## src/hw/mpp_pkg.sv

```systemverilog
/*
  Package for the multiplexed parallel memory port: widths, timing counts,
  command and pin-group structs.
  Assumes a single 100 MHz clock domain.
*/
package mpp_pkg;
  localparam int unsigned CLK_PERIOD_NS = 10;
  localparam int unsigned ADDR_W = 24;
  localparam int unsigned BUS_W = 16;
  localparam int unsigned BYTE_W = 8;
  // Phase lengths in ns, converted to whole cycles (least times round up)
  localparam int unsigned ALE_TIME_NS = 10;
  localparam int unsigned ALE_CYC = (ALE_TIME_NS + CLK_PERIOD_NS - 1) / CLK_PERIOD_NS;
  localparam int unsigned HOLD_TIME_NS = 10;
  localparam int unsigned HOLD_CYC = (HOLD_TIME_NS + CLK_PERIOD_NS - 1) / CLK_PERIOD_NS;
  localparam logic [4:0] DATA_CYC_MIN = 5'h02;
  localparam logic [4:0] DATA_CYC_RST = 5'h02;
  localparam logic [4:0] CNT_ONE = 5'h01;
  localparam logic [4:0] CNT_ZERO = 5'h00;
  localparam logic [4:0] ALE_CNT = 5'(ALE_CYC);
  localparam logic [4:0] HOLD_CNT = 5'(HOLD_CYC);
  localparam logic ALE_POL_RST = 1'b1;
  localparam logic [7:0] UPPER_LO = 8'h08;

  typedef enum logic [2:0] {
    MPP_IDLE = 3'b000,
    MPP_ADDR = 3'b001,
    MPP_TURN = 3'b010,
    MPP_DATA = 3'b011,
    MPP_HOLD = 3'b100
  } mpp_state_t;

  typedef struct packed {
    logic write;
    logic [ADDR_W-1:0] addr;
    logic [BUS_W-1:0] wdata;
  } mpp_req_t;

  typedef struct packed {
    logic [BUS_W-1:0] out;
    logic [BUS_W-1:0] oe;
    logic rd_n;
    logic wr_n;
    logic ale;
  } mpp_pins_t;
endpackage

```

## src/hw/mpp_port.sv

```systemverilog
/*
  Multiplexed parallel memory port: address and data share sixteen lines,
  qualified by an address latch strobe and active-low read/write strobes.
  Assumes an external address latch and asynchronous memory; requests are
  synchronous to ref_clk_i and held until accepted.
*/
`timescale 1ns/1ns
// Overview of operation
// RULE1: Addresses and data both go out on the sixteen shared lines, the latch strobe marking the address phase.
// RULE2: The port runs in an 8-bit or a 16-bit data width, chosen by the width input.
// RULE3: In 8-bit mode the latch strobe is pulsed whenever the upper sixteen address bits differ from the last ones.
// RULE4: In 8-bit mode the outside latch captures the upper address bits on the strobe and holds them.
// RULE5: The read strobe is low for every read of 8 or 16 bits and high otherwise.
// RULE6: The write strobe is low for every write of 8 or 16 bits and high otherwise.
// RULE7: The latch strobe is asserted each time a new address is driven onto the shared lines.
// RULE8: The latch strobe is active high after reset and can be set active low.
// RULE9: When the lines serve as flags, read, write and latch strobes all stay inactive.
// RULE10: Each access drives the address with the latch strobe first, then the data phase with its strobe. No 8-bit address phase while upper bits repeat.
// RULE11: During and after reset the bus floats, read and write stay high and the latch strobe is inactive.
module mpp_port
  import mpp_pkg::*;
(
  // Clock and reset
  input wire logic ref_clk_i,
  input wire logic rst_i,
  // Configuration
  input wire logic wide_mode_i,
  input wire logic ale_active_low_i,
  input wire logic flag_mode_i,
  input wire logic [4:0] data_cycles_i,
  // Request side
  input wire logic req_valid_i,
  input wire mpp_req_t req_i,
  output logic req_ready_o,
  output logic rsp_valid_o,
  output logic [BUS_W-1:0] rsp_data_o,
  // Shared bus pins
  input wire logic [BUS_W-1:0] bus_in_i,
  output logic [BUS_W-1:0] bus_out_o,
  output logic [BUS_W-1:0] bus_oe_o,
  output logic rd_n_o,
  output logic wr_n_o,
  output logic ale_o
);
  mpp_state_t state_ff, nxt_state;
  mpp_req_t cur_ff, nxt_cur;
  mpp_pins_t pins_ff, nxt_pins;
  logic [4:0] cnt_ff, nxt_cnt;
  logic ale_pol_ff, nxt_ale_pol;
  logic wide_ff, nxt_wide;
  logic ready_ff, nxt_ready;
  logic rsp_valid_ff, nxt_rsp_valid;
  logic [BUS_W-1:0] rsp_data_ff, nxt_rsp_data;
  logic upper_change;
  logic upper_load;

  // Latch strobe level for a given logical assertion
  function automatic logic ale_level(input logic act, input logic pol);
    ale_level = pol ? act : !act;
  endfunction

  // Data-phase length, never below the minimum
  function automatic logic [4:0] data_len(input logic [4:0] req);
    data_len = (req < DATA_CYC_MIN) ? DATA_CYC_MIN : req;
  endfunction

  mpp_upper_track u_track (
    .ref_clk_i(ref_clk_i),
    .rst_i(rst_i),
    .upper_i(cur_ff.addr[ADDR_W-1:BYTE_W]),
    .load_i(upper_load),
    .change_o(upper_change)
  );

  always_comb begin
    nxt_state = state_ff;
    nxt_cur = cur_ff;
    nxt_pins = pins_ff;
    nxt_cnt = cnt_ff;
    nxt_ale_pol = !ale_active_low_i; // [RULE8]
    nxt_wide = wide_ff;
    nxt_ready = 1'b0;
    nxt_rsp_valid = 1'b0;
    nxt_rsp_data = rsp_data_ff;
    upper_load = 1'b0;
    nxt_pins.rd_n = 1'b1; // [RULE5] [RULE6]
    nxt_pins.wr_n = 1'b1;
    nxt_pins.ale = ale_level(1'b0, ale_pol_ff);
    nxt_pins.oe = '0;
    case (state_ff)
      MPP_IDLE: begin
        nxt_ready = !flag_mode_i && !req_valid_i; // [RULE9]
        if (ready_ff && req_valid_i && !flag_mode_i) begin
          nxt_ready = 1'b0;
          nxt_cur = req_i;
          nxt_wide = wide_mode_i; // [RULE2]
          nxt_state = MPP_ADDR;
          nxt_cnt = CNT_ZERO;
        end else if (req_valid_i) begin
          nxt_ready = !flag_mode_i;
        end
      end
      MPP_ADDR: begin
        // Wide mode: 16 address bits every access; narrow: upper bits only on change
        if (wide_ff || upper_change) begin // [RULE3] [RULE7]
          nxt_pins.out = wide_ff ? cur_ff.addr[BUS_W-1:0] : cur_ff.addr[ADDR_W-1:BYTE_W]; // [RULE1]
          nxt_pins.oe = '1;
          nxt_pins.ale = ale_level(1'b1, ale_pol_ff); // [RULE10]
          upper_load = !wide_ff;
          nxt_state = MPP_TURN;
          nxt_cnt = ALE_CNT;
        end else begin
          nxt_state = MPP_TURN;
          nxt_cnt = CNT_ZERO;
        end
      end
      MPP_TURN: begin
        if (cnt_ff > CNT_ONE) begin
          nxt_pins.oe = pins_ff.oe;
          nxt_pins.ale = pins_ff.ale;
          nxt_cnt = cnt_ff - CNT_ONE;
        end else begin
          // Narrow mode: low address byte on the upper lines, data on the lower ones
          nxt_pins.out = wide_ff ? cur_ff.wdata : {cur_ff.addr[BYTE_W-1:0], cur_ff.wdata[BYTE_W-1:0]}; // [RULE1]
          if (wide_ff) begin
            nxt_pins.oe = cur_ff.write ? 16'hffff : 16'h0000;
          end else begin
            nxt_pins.oe = cur_ff.write ? 16'hffff : 16'hff00;
          end
          nxt_pins.rd_n = cur_ff.write; // [RULE5]
          nxt_pins.wr_n = !cur_ff.write; // [RULE6]
          nxt_cnt = data_len(data_cycles_i);
          nxt_state = MPP_DATA;
        end
      end
      MPP_DATA: begin
        nxt_pins.oe = pins_ff.oe;
        nxt_pins.rd_n = pins_ff.rd_n;
        nxt_pins.wr_n = pins_ff.wr_n;
        nxt_cnt = cnt_ff - CNT_ONE;
        if (cnt_ff <= CNT_ONE) begin
          nxt_pins.rd_n = 1'b1;
          nxt_pins.wr_n = 1'b1;
          nxt_rsp_valid = !cur_ff.write;
          nxt_rsp_data = wide_ff ? bus_in_i : {8'h00, bus_in_i[BYTE_W-1:0]};
          nxt_cnt = HOLD_CNT;
          nxt_state = MPP_HOLD;
        end
      end
      MPP_HOLD: begin
        // Keep write data one cycle past the strobe's rise for memory hold time
        nxt_pins.oe = pins_ff.oe;
        nxt_cnt = cnt_ff - CNT_ONE;
        if (cnt_ff <= CNT_ONE) begin
          nxt_pins.oe = '0;
          nxt_state = MPP_IDLE;
          nxt_ready = !flag_mode_i;
        end
      end
      default: begin
        nxt_state = MPP_IDLE;
      end
    endcase
    if (flag_mode_i) begin
      nxt_pins.rd_n = 1'b1; // [RULE9]
      nxt_pins.wr_n = 1'b1;
      nxt_pins.ale = ale_level(1'b0, ale_pol_ff);
      nxt_pins.oe = '0;
    end
  end

  always_ff @(posedge ref_clk_i or posedge rst_i) begin
    if (rst_i) begin
      state_ff <= MPP_IDLE;
      cur_ff <= '0;
      pins_ff.out <= '0;
      pins_ff.oe <= '0; // [RULE11]
      pins_ff.rd_n <= 1'b1;
      pins_ff.wr_n <= 1'b1;
      pins_ff.ale <= !ALE_POL_RST;
      cnt_ff <= CNT_ZERO;
      ale_pol_ff <= ALE_POL_RST;
      wide_ff <= 1'b0;
      ready_ff <= 1'b0;
      rsp_valid_ff <= 1'b0;
      rsp_data_ff <= '0;
    end else begin
      state_ff <= nxt_state;
      cur_ff <= nxt_cur;
      pins_ff <= nxt_pins;
      cnt_ff <= nxt_cnt;
      ale_pol_ff <= nxt_ale_pol;
      wide_ff <= nxt_wide;
      ready_ff <= nxt_ready;
      rsp_valid_ff <= nxt_rsp_valid;
      rsp_data_ff <= nxt_rsp_data;
    end
  end

  assign req_ready_o = ready_ff;
  assign rsp_valid_o = rsp_valid_ff;
  assign rsp_data_o = rsp_data_ff;
  assign bus_out_o = pins_ff.out;
  assign bus_oe_o = pins_ff.oe;
  assign rd_n_o = pins_ff.rd_n;
  assign wr_n_o = pins_ff.wr_n;
  assign ale_o = pins_ff.ale;
endmodule

```

## src/hw/mpp_upper_track.sv

```systemverilog
/*
  Tracks the upper address bits last sent out in narrow mode and flags a
  change so the port issues a fresh latch strobe.
  Assumes the caller loads the tracker whenever a narrow-mode address phase happens.
*/
`timescale 1ns/1ns
module mpp_upper_track
  import mpp_pkg::*;
(
  // Clock and reset
  input wire logic ref_clk_i,
  input wire logic rst_i,
  // Compare and load
  input wire logic [15:0] upper_i,
  input wire logic load_i,
  output logic change_o
);
  logic [15:0] last_ff;
  logic [15:0] nxt_last;
  logic valid_ff;
  logic nxt_valid;

  always_comb begin
    nxt_last = last_ff;
    nxt_valid = valid_ff;
    if (load_i) begin
      nxt_last = upper_i;
      nxt_valid = 1'b1;
    end
  end

  always_ff @(posedge ref_clk_i or posedge rst_i) begin
    if (rst_i) begin
      last_ff <= 16'h0000;
      valid_ff <= 1'b0;
    end else begin
      last_ff <= nxt_last;
      valid_ff <= nxt_valid;
    end
  end

  // First access after reset always counts as a change
  assign change_o = !valid_ff || (upper_i != last_ff);
endmodule
```

## config.mk

```make
export PLATFORM = sky130hd
export DESIGN_NAME = mpp_port
export DESIGN_NICKNAME = d
export VERILOG_FILES = /design/src/hw/mpp_pkg.sv /design/src/hw/mpp_port.sv /design/src/hw/mpp_upper_track.sv
export SDC_FILE = /design/constraint.sdc
export NUM_CORES = 1
export LEC_CHECK = 0
export BUFFER_PORTS_ARGS = -buffer_cell sky130_fd_sc_hd__buf_2
export CORE_MARGIN = 2
export CORE_UTILIZATION = 29
export CTS_CLUSTER_DIAMETER = 100
export DETAILED_ROUTE_END_ITERATION = 10
export PLACE_DENSITY = 0.47
export SYNTH_ARGS = -nofsm -noshare
export SYNTH_HDL_FRONTEND = slang
export SYNTH_SLANG_ARGS = --single-unit
```

## constraint.sdc

```tcl
create_clock -name ref_clk_i -period 5 [get_ports ref_clk_i]
set_input_delay 0.25 -clock ref_clk_i [delete_from_list [all_inputs] [get_ports ref_clk_i]]
set_output_delay 0.25 -clock ref_clk_i [all_outputs]
set_load 0.03 [all_outputs]
```

==> impl_metrics.env, run 1 <==
export IMPL_syn_avg_cell_area_um2=11.4
export IMPL_p_leak_uw=0.00297
export IMPL_drv_slew=0
export IMPL_ys_flop_type="dfrtp_1"
export IMPL_numClockSinks=107
export IMPL_design_area_mm2=0.00614
export IMPL_vias=3754
export IMPL_grt_pass1_wl_um=20400
export IMPL_ctsLongestPathBuffers=2
export IMPL_min_path_type="in2reg"
export IMPL_max_freq_mhz=322
export IMPL_rr_endpoint="u_track.last_ff[5]"
export IMPL_syn_inst=454
export IMPL_via_per_inst=4.83
export IMPL_grt_max_degree=63
export IMPL_ant_nets=0
export IMPL_wirelength_um=12900
export IMPL_min_from="ale_active_low_i"
export IMPL_synth_top_cell_area_share=0.505
export IMPL_overflow=0
export IMPL_grt_total_usage=0.144
export IMPL_reg2reg_from="cur_ff[27]"
export IMPL_die_width_um=137
export IMPL_io_pins=121
export IMPL_cts_root_buf="clkbuf_16"
export IMPL_yosysTopAreaCell="dfrtp_1"
export IMPL_maxCapViolations=0
export IMPL_clk_latency_ns=0.35
export IMPL_ys_types=48
export IMPL_worst_pin_slew_ns=1.07
export IMPL_r2r_slack_ns=1.90
export IMPL_rows=48
export IMPL_dpl_cell_area_mm2=0.00583
export IMPL_async_flop_share=1.00
export IMPL_synth_seq_cells=107
export IMPL_place_hpwl_um=9330
export IMPL_die_h_um=137
export IMPL_post_cts_resize_count=0
export IMPL_h_tree_depth=3
export IMPL_antenna_found_initial=0
export IMPL_yosysWarnings=0
export IMPL_cts_buffers=9
export IMPL_fin_nets=617
export IMPL_drtIter0Drc=260
export IMPL_fin_crit_ns=3.10
export IMPL_port_buffers=120
export IMPL_maxSlewHeadroom=0.288
export IMPL_synth_fp_nets=524
export IMPL_finalHoldViolations=0
export IMPL_core_area_mm2=0.0174
export IMPL_n_antenna_cell=0
export IMPL_finalWeightedCongestion=0.764
export IMPL_status="completed"
export IMPL_die_area_mm2=0.0189
export IMPL_path_clk_slew_ns=0.07
export IMPL_min_period_over_period=0.621
export IMPL_n_fill_cell=1743
export IMPL_cp_end_kind="flop"
export IMPL_post_drt_wl_per_cell_um=16.6
export IMPL_crit_arrival_ns=3.34
export IMPL_drive_gt1_frac=0.400
export IMPL_fin_setup_tns_ns=0
export IMPL_synth_edff_count=0
export IMPL_whs_endpoint="ale_pol_ff"
export IMPL_setup_viol=0
export IMPL_cp_max_fo=17
export IMPL_power_density_mw_per_mm2=685
export IMPL_crit_required_ns=5.24
export IMPL_ctsHoldBuffers=0
export IMPL_synth_area_leaders="dfrtp_1 (50%), mux2_2 (13%), nand2_1 (3.2%), o21ai_0 (3.1%), mux2_4 (2.9%)"
export IMPL_area_growth_pct=19.0
export IMPL_start_kind="flop"
export IMPL_post_cts_buffers=0
export IMPL_ir_drop_uv=224
export IMPL_ys_seq_area_frac=0.520
export IMPL_first_pass_iters=5
export IMPL_whs_path_depth=2
export IMPL_start_util=0.297
export IMPL_route_detailed_drc=0
export IMPL_timing_hold_ws_ns=0.0204
export IMPL_rsz0062_at_grt="no"
export IMPL_ff2ff_path_depth=6
export IMPL_clock_skew_final_ns=0.00729
export IMPL_cts_tree="yes"
export IMPL_grt_pass1_vias=3591
export IMPL_synthesis_area_mm2=0.00516
export IMPL_path_class="reg2reg"
placed cells by master, fill, tap and decap left out, types with 3 or more instances in the layout:
master,netlist,final
nor3_1,9,9
xnor2_1,8,8
dfstp_2,3,3
buf_4,15,3
nor2_1,16,16
mux2_1,11,11
xor2_1,8,8
a31oi_1,9,9
mux2_4,10,10
o21ai_0,32,32
inv_1,13,12
nand2b_1,3,3
buf_2,3,120
dfrtp_1,104,103
nand2_1,44,44
o22ai_1,9,9
and3_1,10,10
nand3_1,5,5
a21oi_1,11,11
o31ai_1,17,17
clkbuf_16,0,9
mux2_2,61,61
state kept, by name, indices dropped and copies added (netlist names), 2 cells and up:
register	cells
cur_ff	41
bus_out_o	16
rsp_data_o	16
u_track.last_ff	16
cnt_ff	5
state_ff	3
bus_oe_o	2
worst max-delay path, stage by stage (launching register included):
cell	delay, ns
dfrtp_1	0.43
xnor2_1	0.15
nand2_1	0.07
or4_4	0.54
nor2_2	0.66
or3b_1	0.72
mux2_2	0.41
cells in the mapped netlist, types with 3 or more instances:
cell      instances
dfrtp_1         104
mux2_2           61
nand2_1          44
o21ai_0          32
clkbuf_1         21
o31ai_1          17
nor2_1           16
buf_4            15
inv_1            13
a21oi_1          11
mux2_1           11
and3_1           10
mux2_4           10
a31oi_1           9
nor3_1            9
o22ai_1           9
xnor2_1           8
xor2_1            8
nand3_1           5
buf_2             3
dfstp_2           3
nand2b_1          3
stage by stage:
stage	setup slack, ns	total power [µW]	util	instances
floorplan	1.94	3030	-	454
global placement	1.93	3450	0.336	761
detailed placement	1.93	3510	0.336	761
CTS	1.90	4260	0.354	777
global route	1.71	4530	0.354	777
finish	1.90	4200	0.354	777
final cells by class:
| cell class | instances | area, µm² | share of cell area |
|---|---|---|---|
| multi-input combinational | 293 | 2190 | 0.358 |
| tap | 225 | 282 | 0.0459 |
| inverter | 13 | 51.3 | 0.00836 |
| clock inverter | 6 | 65.1 | 0.0106 |
| timing repair buffer | 123 | 623 | 0.102 |
| sequential | 107 | 2680 | 0.437 |
| clock buffer | 10 | 239 | 0.0389 |
logic make-up after synthesis:
| kind of cell | Yosys count | share of synthesized area |
|---|---|---|
| DFF | 107 | 0.520 |
| and+or+nand+nor | 100 | 0.0937 |
| AOI/OAI and AO/OA | 92 | 0.110 |
| muxes | 83 | 0.188 |
| buffers and inverters | 54 | 0.0556 |
| xor gates and xnor gates | 16 | 0.0272 |
| adders and majority gates | 2 | 0.00485 |
worst max-delay path by stage:
stage,start,endpoint,cells past startpoint
5_1_grt,cur_ff[27],u_track.last_ff[6],6
3_5_place_dp,cur_ff[33],u_track.last_ff[5],6
6_report,cur_ff[27],u_track.last_ff[5],6
2_1_floorplan,rst_i,ale_o,1
4_1_cts,cur_ff[27],u_track.last_ff[5],6
3_3_place_gp,cur_ff[27],u_track.last_ff[5],6
report_power, final:
group          internal, µW  total (µW)  leakage, µW  switching (µW)
Clock                   402         734     0.000148             331
Sequential             1260        1660      0.00135             399
Combinational           777        1810      0.00147            1040
metal layers:
layer | up-vias | track usage | share of wire
met1 | 1835 | 0.207 | 0.48
met3 | 13 | 0.0202 | 0.042
met2 | 107 | 0.222 | 0.47
li1 | 1799 | - | -
met4 | 0 | 0.0481 | 0.015
met5 | - | 0 | 0
(Power assumes the default switching activity.)
==> run 2, diff against run 1 <==
- PLACE_DENSITY: 0.47 -> 0.49
- clock period: 5 -> 2.8 ns (I/O delays scaled with it)
==> run 2 against run 1 <==
  * Worst setup slack got worse by 1.6 ns
  * Sequential cell count stayed put
  * Routed wire length is 1.9% higher
  * Fmax is 24% higher
  * Count of clock-buffer cells in the layout is 1 lower
  * Sequential power increased by 72%
  * Final cell count rose by 2.2%
  * First-iteration DRC count shrank 3.1%
  * Via count up 1.6%
  * Largest power group unchanged
  * Highest routed layer unchanged
==> impl_metrics.env, run 2 (synthesized netlist as in run 1, its figures left out) <==
export IMPL_die_area_mm2=0.0189
export IMPL_post_cts_buffers=0
export IMPL_layout_common_cells="buf_2 (120), dfrtp_1 (103), mux2_2 (61), nand2_1 (44), o21ai_0 (32)"
export IMPL_seqPwrFrac=0.373
export IMPL_power_density_mw_per_mm2=1210
export IMPL_clock_skew_final_ns=0.00856
export IMPL_pwr_share_comb=0.446
export IMPL_start_util=0.297
export IMPL_crit_path_top_delay_cell="or4_4"
export IMPL_ir_drop_uv=377
export IMPL_min_period_over_period=0.891
export IMPL_grt_pass1_vias=3812
export IMPL_place_hpwl_um=9540
export IMPL_design_area_mm2=0.00634
export IMPL_rsz0062_at_grt="no"
export IMPL_path_clk_slew_ns=0.07
export IMPL_maxSlewHeadroom=0.451
export IMPL_min_from="req_i[18]"
export IMPL_critPathMaxStageDelay_ns=0.54
export IMPL_overflow=0
export IMPL_io_pins=121
export IMPL_rr_endpoint="bus_out_o[14]"
export IMPL_dr_wl_met2_um=6140
export IMPL_clk_latency_ns=0.36
export IMPL_start_kind="flop"
export IMPL_drtIter0Drc=252
export IMPL_crit_required_ns=3.04
export IMPL_p_sw_uw=3190
export IMPL_largest_reg_flops=41
export IMPL_post_drt_wl_per_cell_um=16.6
export IMPL_crit_arrival_ns=2.74
export IMPL_finalHoldViolations=0
export IMPL_min_path_type="in2reg"
export IMPL_path_class="reg2reg"
export IMPL_r2r_slack_ns=0.31
export IMPL_drive_gt1_frac=0.401
export IMPL_route_detailed_drc=0
export IMPL_cts_tree="yes"
export IMPL_finalWeightedCongestion=0.823
export IMPL_regMostFlops="cur_ff"
export IMPL_first_pass_iters=4
export IMPL_status="completed"
export IMPL_grt_pass1_wl_um=21100
export IMPL_fin_nets=634
export IMPL_core_area_mm2=0.0174
export IMPL_met1_length_um=6000
export IMPL_top_layer="met4"
export IMPL_ctsLongestPathBuffers=2
export IMPL_p_leak_uw=0.00306
export IMPL_h_tree_depth=3
export IMPL_fin_setup_tns_ns=0
export IMPL_ant_nets=0
export IMPL_via_per_inst=4.80
export IMPL_max_freq_mhz=401
export IMPL_drv_slew=0
export IMPL_cts_root_buf="clkbuf_16"
export IMPL_intPower_uw=4470
export IMPL_antenna_found_initial=0
export IMPL_die_h_um=137
export IMPL_cts_buffers=9
export IMPL_ctsHoldBuffers=10
export IMPL_grt_total_usage=0.148
export IMPL_n_fill_cell=1744
export IMPL_cp_end_kind="flop"
export IMPL_final_common_cell="buf_2"
export IMPL_area_growth_pct=22.9
export IMPL_vias=3813
export IMPL_wl_met3_um=730
export IMPL_fin_crit_ns=2.49
export IMPL_n_antenna_cell=0
export IMPL_reg2reg_from="cur_ff[27]"
export IMPL_rows=48
export IMPL_dpl_cell_area_mm2=0.00591
export IMPL_die_width_um=137
export IMPL_numClockSinks=107
export IMPL_port_buffers=120
export IMPL_swShare=0.416
export IMPL_wirelength_um=13100
export IMPL_setup_viol=0
export IMPL_whs_endpoint="cur_ff[18]"
export IMPL_ff2ff_path_depth=6
export IMPL_clkPwrFrac=0.181
export IMPL_worst_pin_slew_ns=0.822
export IMPL_cp_cell_sequence="xnor2_1, nand2_1, or4_4, o31a_1, nor2_8, mux2_2"
export IMPL_whs_path_depth=2
export IMPL_cp_max_fo=16
export IMPL_grt_max_degree=58
export IMPL_maxCapViolations=0
export IMPL_post_cts_resize_count=0
==> run 2: final cells by class <==
class,instances,area (µm²),share of cell area
sequential,107,2680,0.423
timing repair buffer,140,801,0.126
multi-input combinational,293,2190,0.346
clock buffer,9,225,0.0355
tap,225,282,0.0444
inverter,13,52.6,0.00829
clock inverter,7,98.8,0.0156
==> run 2: worst max path at each step <==
stage | from | end | slack [ns] | cells after the start
global route | cur_ff[38] | bus_out_o[14] | 0.18 | 6
floorplan | cur_ff[27] | bus_out_o[10] | 0.55 | 7
global placement | cur_ff[27] | bus_out_o[14] | 0.33 | 6
detailed placement | cur_ff[27] | bus_out_o[14] | 0.33 | 6
finish | cur_ff[27] | bus_out_o[14] | 0.31 | 6
CTS | cur_ff[27] | bus_out_o[14] | 0.29 | 6
==> run 2: power by group through the flow <==
stage          clock (µW)  sequential [µW]  combinational, µW
6_report             1390             2850               3420
3_3_place_gp            0             2860               3370
2_1_floorplan           0             3130               2270
4_1_cts              1440             2860               3450
3_5_place_dp            0             2890               3430
5_1_grt              1490             2970               3750
==> run 2: critical path: cells and delay by family, from the launching register on <==
| family | cells | cell delay [ns] |
|---|---|---|
| flip-flops | 1 | 0.43 |
| AND/OR/NAND/NOR | 3 | 0.98 |
| multiplexers | 1 | 0.38 |
| AO/OA/AOI/OAI | 1 | 0.42 |
| XOR/XNOR | 1 | 0.16 |
==> run 2: per-layer routing <==
metal / up-vias / global-route usage
met5: - / 0
met3: 18 / 0.0357
met2: 100 / 0.228
li1: 1826 / -
met1: 1869 / 0.203
met4: 0 / 0.0533
==> run 2: stage by stage <==
stage	hold WS, ns	util	power, µW	std cells	worst slack (ns)
after floorplan	0.166	-	5410	454	0.553
after global placement	0.249	0.341	6230	768	0.327
after detailed placement	0.254	0.341	6320	768	0.328
after CTS	0.000207	0.365	7750	794	0.287
after global routing	0.00330	0.365	8210	794	0.177
final	0.0120	0.365	7660	794	0.305
==> run 3, diff against run 2 <==
- SETUP_SLACK_MARGIN: default -> 0.4
==> run 3 against run 2 <==
  * Worst setup slack improved by 0.18 ns
  * Sequential share of layout area decreased by 0.46 points
  * Sequential cell count unchanged
  * Register-to-register slack improved by 0.18 ns
  * Sequential power about the same
  * Routed wire length increased by 0.71%
  * Power increased by 1.7%
  * Combinational power increased by 4%
  * Hold slack about the same
  * Final area increased by 1.2%
  * Final cell count increased by 0.63%
  * Critical path type unchanged
==> impl_metrics.env, run 3 (synthesized netlist as in run 1, its figures left out) <==
export IMPL_swShare=0.414
export IMPL_die_area_mm2=0.0189
export IMPL_p_leak_uw=0.00309
export IMPL_regMostFlops="cur_ff"
export IMPL_start_util=0.297
export IMPL_cts_buffers=9
export IMPL_status="completed"
export IMPL_start_kind="flop"
export IMPL_grt_total_usage=0.149
export IMPL_whs_path_depth=2
export IMPL_reg2reg_from="cur_ff[33]"
export IMPL_route_detailed_drc=0
export IMPL_cp_max_fo=6
export IMPL_pwr_share_comb=0.456
export IMPL_layout_common_cells="buf_2 (120), dfrtp_1 (101), mux2_2 (61), nand2_1 (44), o21ai_0 (32)"
export IMPL_core_area_mm2=0.0174
export IMPL_cp_cell_sequence="xnor2_1, nand2_1, or4_4, o31a_1, nor2_8, buf_12, mux2_2"
export IMPL_cts_root_buf="clkbuf_16"
export IMPL_ff2ff_path_depth=7
export IMPL_area_growth_pct=24.3
export IMPL_post_drt_wl_per_cell_um=16.6
export IMPL_clkPwrFrac=0.178
export IMPL_die_width_um=137
export IMPL_fin_nets=639
export IMPL_rsz0062_at_grt="no"
export IMPL_seqPwrFrac=0.366
export IMPL_fin_setup_tns_ns=0
export IMPL_final_common_cell="buf_2"
export IMPL_cp_end_kind="flop"
export IMPL_grtUsageMet2=0.230
export IMPL_utilization=0.369
export IMPL_io_pins=121
export IMPL_grt_max_degree=58
export IMPL_h_tree_depth=3
export IMPL_n_antenna_cell=0
export IMPL_die_h_um=137
export IMPL_first_pass_iters=6
export IMPL_antenna_found_initial=0
export IMPL_maxCapViolations=0
export IMPL_port_buffers=120
export IMPL_grt_pass1_vias=3833
export IMPL_ctsLongestPathBuffers=2
export IMPL_finalWeightedCongestion=0.823
export IMPL_ant_nets=0
export IMPL_via_per_inst=4.82
export IMPL_rows=48
export IMPL_numClockSinks=107
export IMPL_crit_arrival_ns=2.56
export IMPL_min_from="bus_in_i[6]"
export IMPL_fin_crit_ns=2.31
export IMPL_critPathMaxStageDelay_ns=0.54
export IMPL_crit_required_ns=3.04
export IMPL_finalHoldViolations=0
export IMPL_busiest_layer="met2"
export IMPL_place_hpwl_um=9540
export IMPL_min_period_over_period=0.826
export IMPL_worst_pin_slew_ns=0.825
export IMPL_setup_viol=0
export IMPL_r2r_slack_ns=0.49
export IMPL_path_clk_slew_ns=0.07
export IMPL_crit_path_top_delay_cell="or4_4"
export IMPL_largest_reg_flops=41
export IMPL_met3_usage=0.0357
export IMPL_vias=3853
export IMPL_use_met1=0.204
export IMPL_intPower_uw=4560
export IMPL_cts_tree="yes"
export IMPL_rr_endpoint="bus_out_o[14]"
export IMPL_p_sw_uw=3220
export IMPL_path_class="reg2reg"
export IMPL_drtIter0Drc=289
export IMPL_clock_skew_final_ns=0.00967
export IMPL_ir_drop_uv=377
export IMPL_maxSlewHeadroom=0.449
export IMPL_grt_pass1_wl_um=21200
export IMPL_dpl_cell_area_mm2=0.00591
export IMPL_design_area_mm2=0.00641
export IMPL_whs_endpoint="rsp_data_o[6]"
export IMPL_clk_latency_ns=0.36
export IMPL_power_density_mw_per_mm2=1210
export IMPL_dp_cells=768
export IMPL_max_freq_mhz=432
export IMPL_wirelength_um=13200
export IMPL_drv_slew=0
export IMPL_drive_gt1_frac=0.413
export IMPL_overflow=0
export IMPL_instances_no_fill=799
export IMPL_min_path_type="in2reg"
run 3: what timing repair did:
action | in CTS | in global routing
hold buffers | 10 | 0
setup endpoints to repair | 16 | 16
gates resized for setup | 1 | 3
pin swaps | 2 | 3
setup buffers | 2 | 3
hold endpoints to repair | 41 | 0
run 3: layout make-up:
cell class / instances / area (µm²)
multi-input combinational: 293 / 2200
timing repair buffer: 145 / 863
tap: 225 / 282
sequential: 107 / 2690
clock buffer: 9 / 225
clock inverter: 7 / 98.8
inverter: 13 / 52.6
fill: 1739 / 10900
run 3: through the flow:
| step | power [µW] | worst slack, ns | hold WS (ns) |
|---|---|---|---|
| final | 7790 | 0.487 | 0.0121 |
| after CTS | 7840 | 0.428 | 0.000207 |
| after floorplan | 5410 | 0.553 | 0.166 |
| after detailed placement | 6320 | 0.328 | 0.254 |
| after global routing | 8350 | 0.413 | 0.00328 |
| after global placement | 6230 | 0.327 | 0.249 |
run 3: how the worst max path moves through the flow:
stage	from	to	slack [ns]	cells after the start
3_3_place_gp	cur_ff[27]	bus_out_o[14]	0.33	6
4_1_cts	cur_ff[27]	bus_out_o[14]	0.43	7
2_1_floorplan	cur_ff[27]	bus_out_o[10]	0.55	7
5_1_grt	cur_ff[33]	bus_out_o[10]	0.41	7
3_5_place_dp	cur_ff[27]	bus_out_o[14]	0.33	6
6_report	cur_ff[33]	bus_out_o[14]	0.49	7
run 3: power groups by stage:
stage	logic (µW)	clock network [µW]	registers (µW)
after floorplan	2270	0	3130
after global placement	3370	0	2860
after detailed placement	3430	0	2890
after CTS	3540	1440	2860
after global routing	3890	1490	2960
final	3550	1380	2850
run 3: per-layer routing:
metal | part of all wire | routed length [µm] | vias up
met5 | 0 | 0 | -
met4 | 0.022 | 286 | 0
met3 | 0.054 | 716 | 21
met2 | 0.47 | 6190 | 112
met1 | 0.46 | 6050 | 1878
li1 | - | - | 1842
run 3: worst max-delay path, delay by kind of cell, from the launching register on:
kind	cells	cell delay, ns
AND/OR/NAND/NOR	3	0.78
AO/OA/AOI/OAI	1	0.40
flip-flops	1	0.39
multiplexers	1	0.33
XOR/XNOR	1	0.17
buffers and inverters	1	0.14
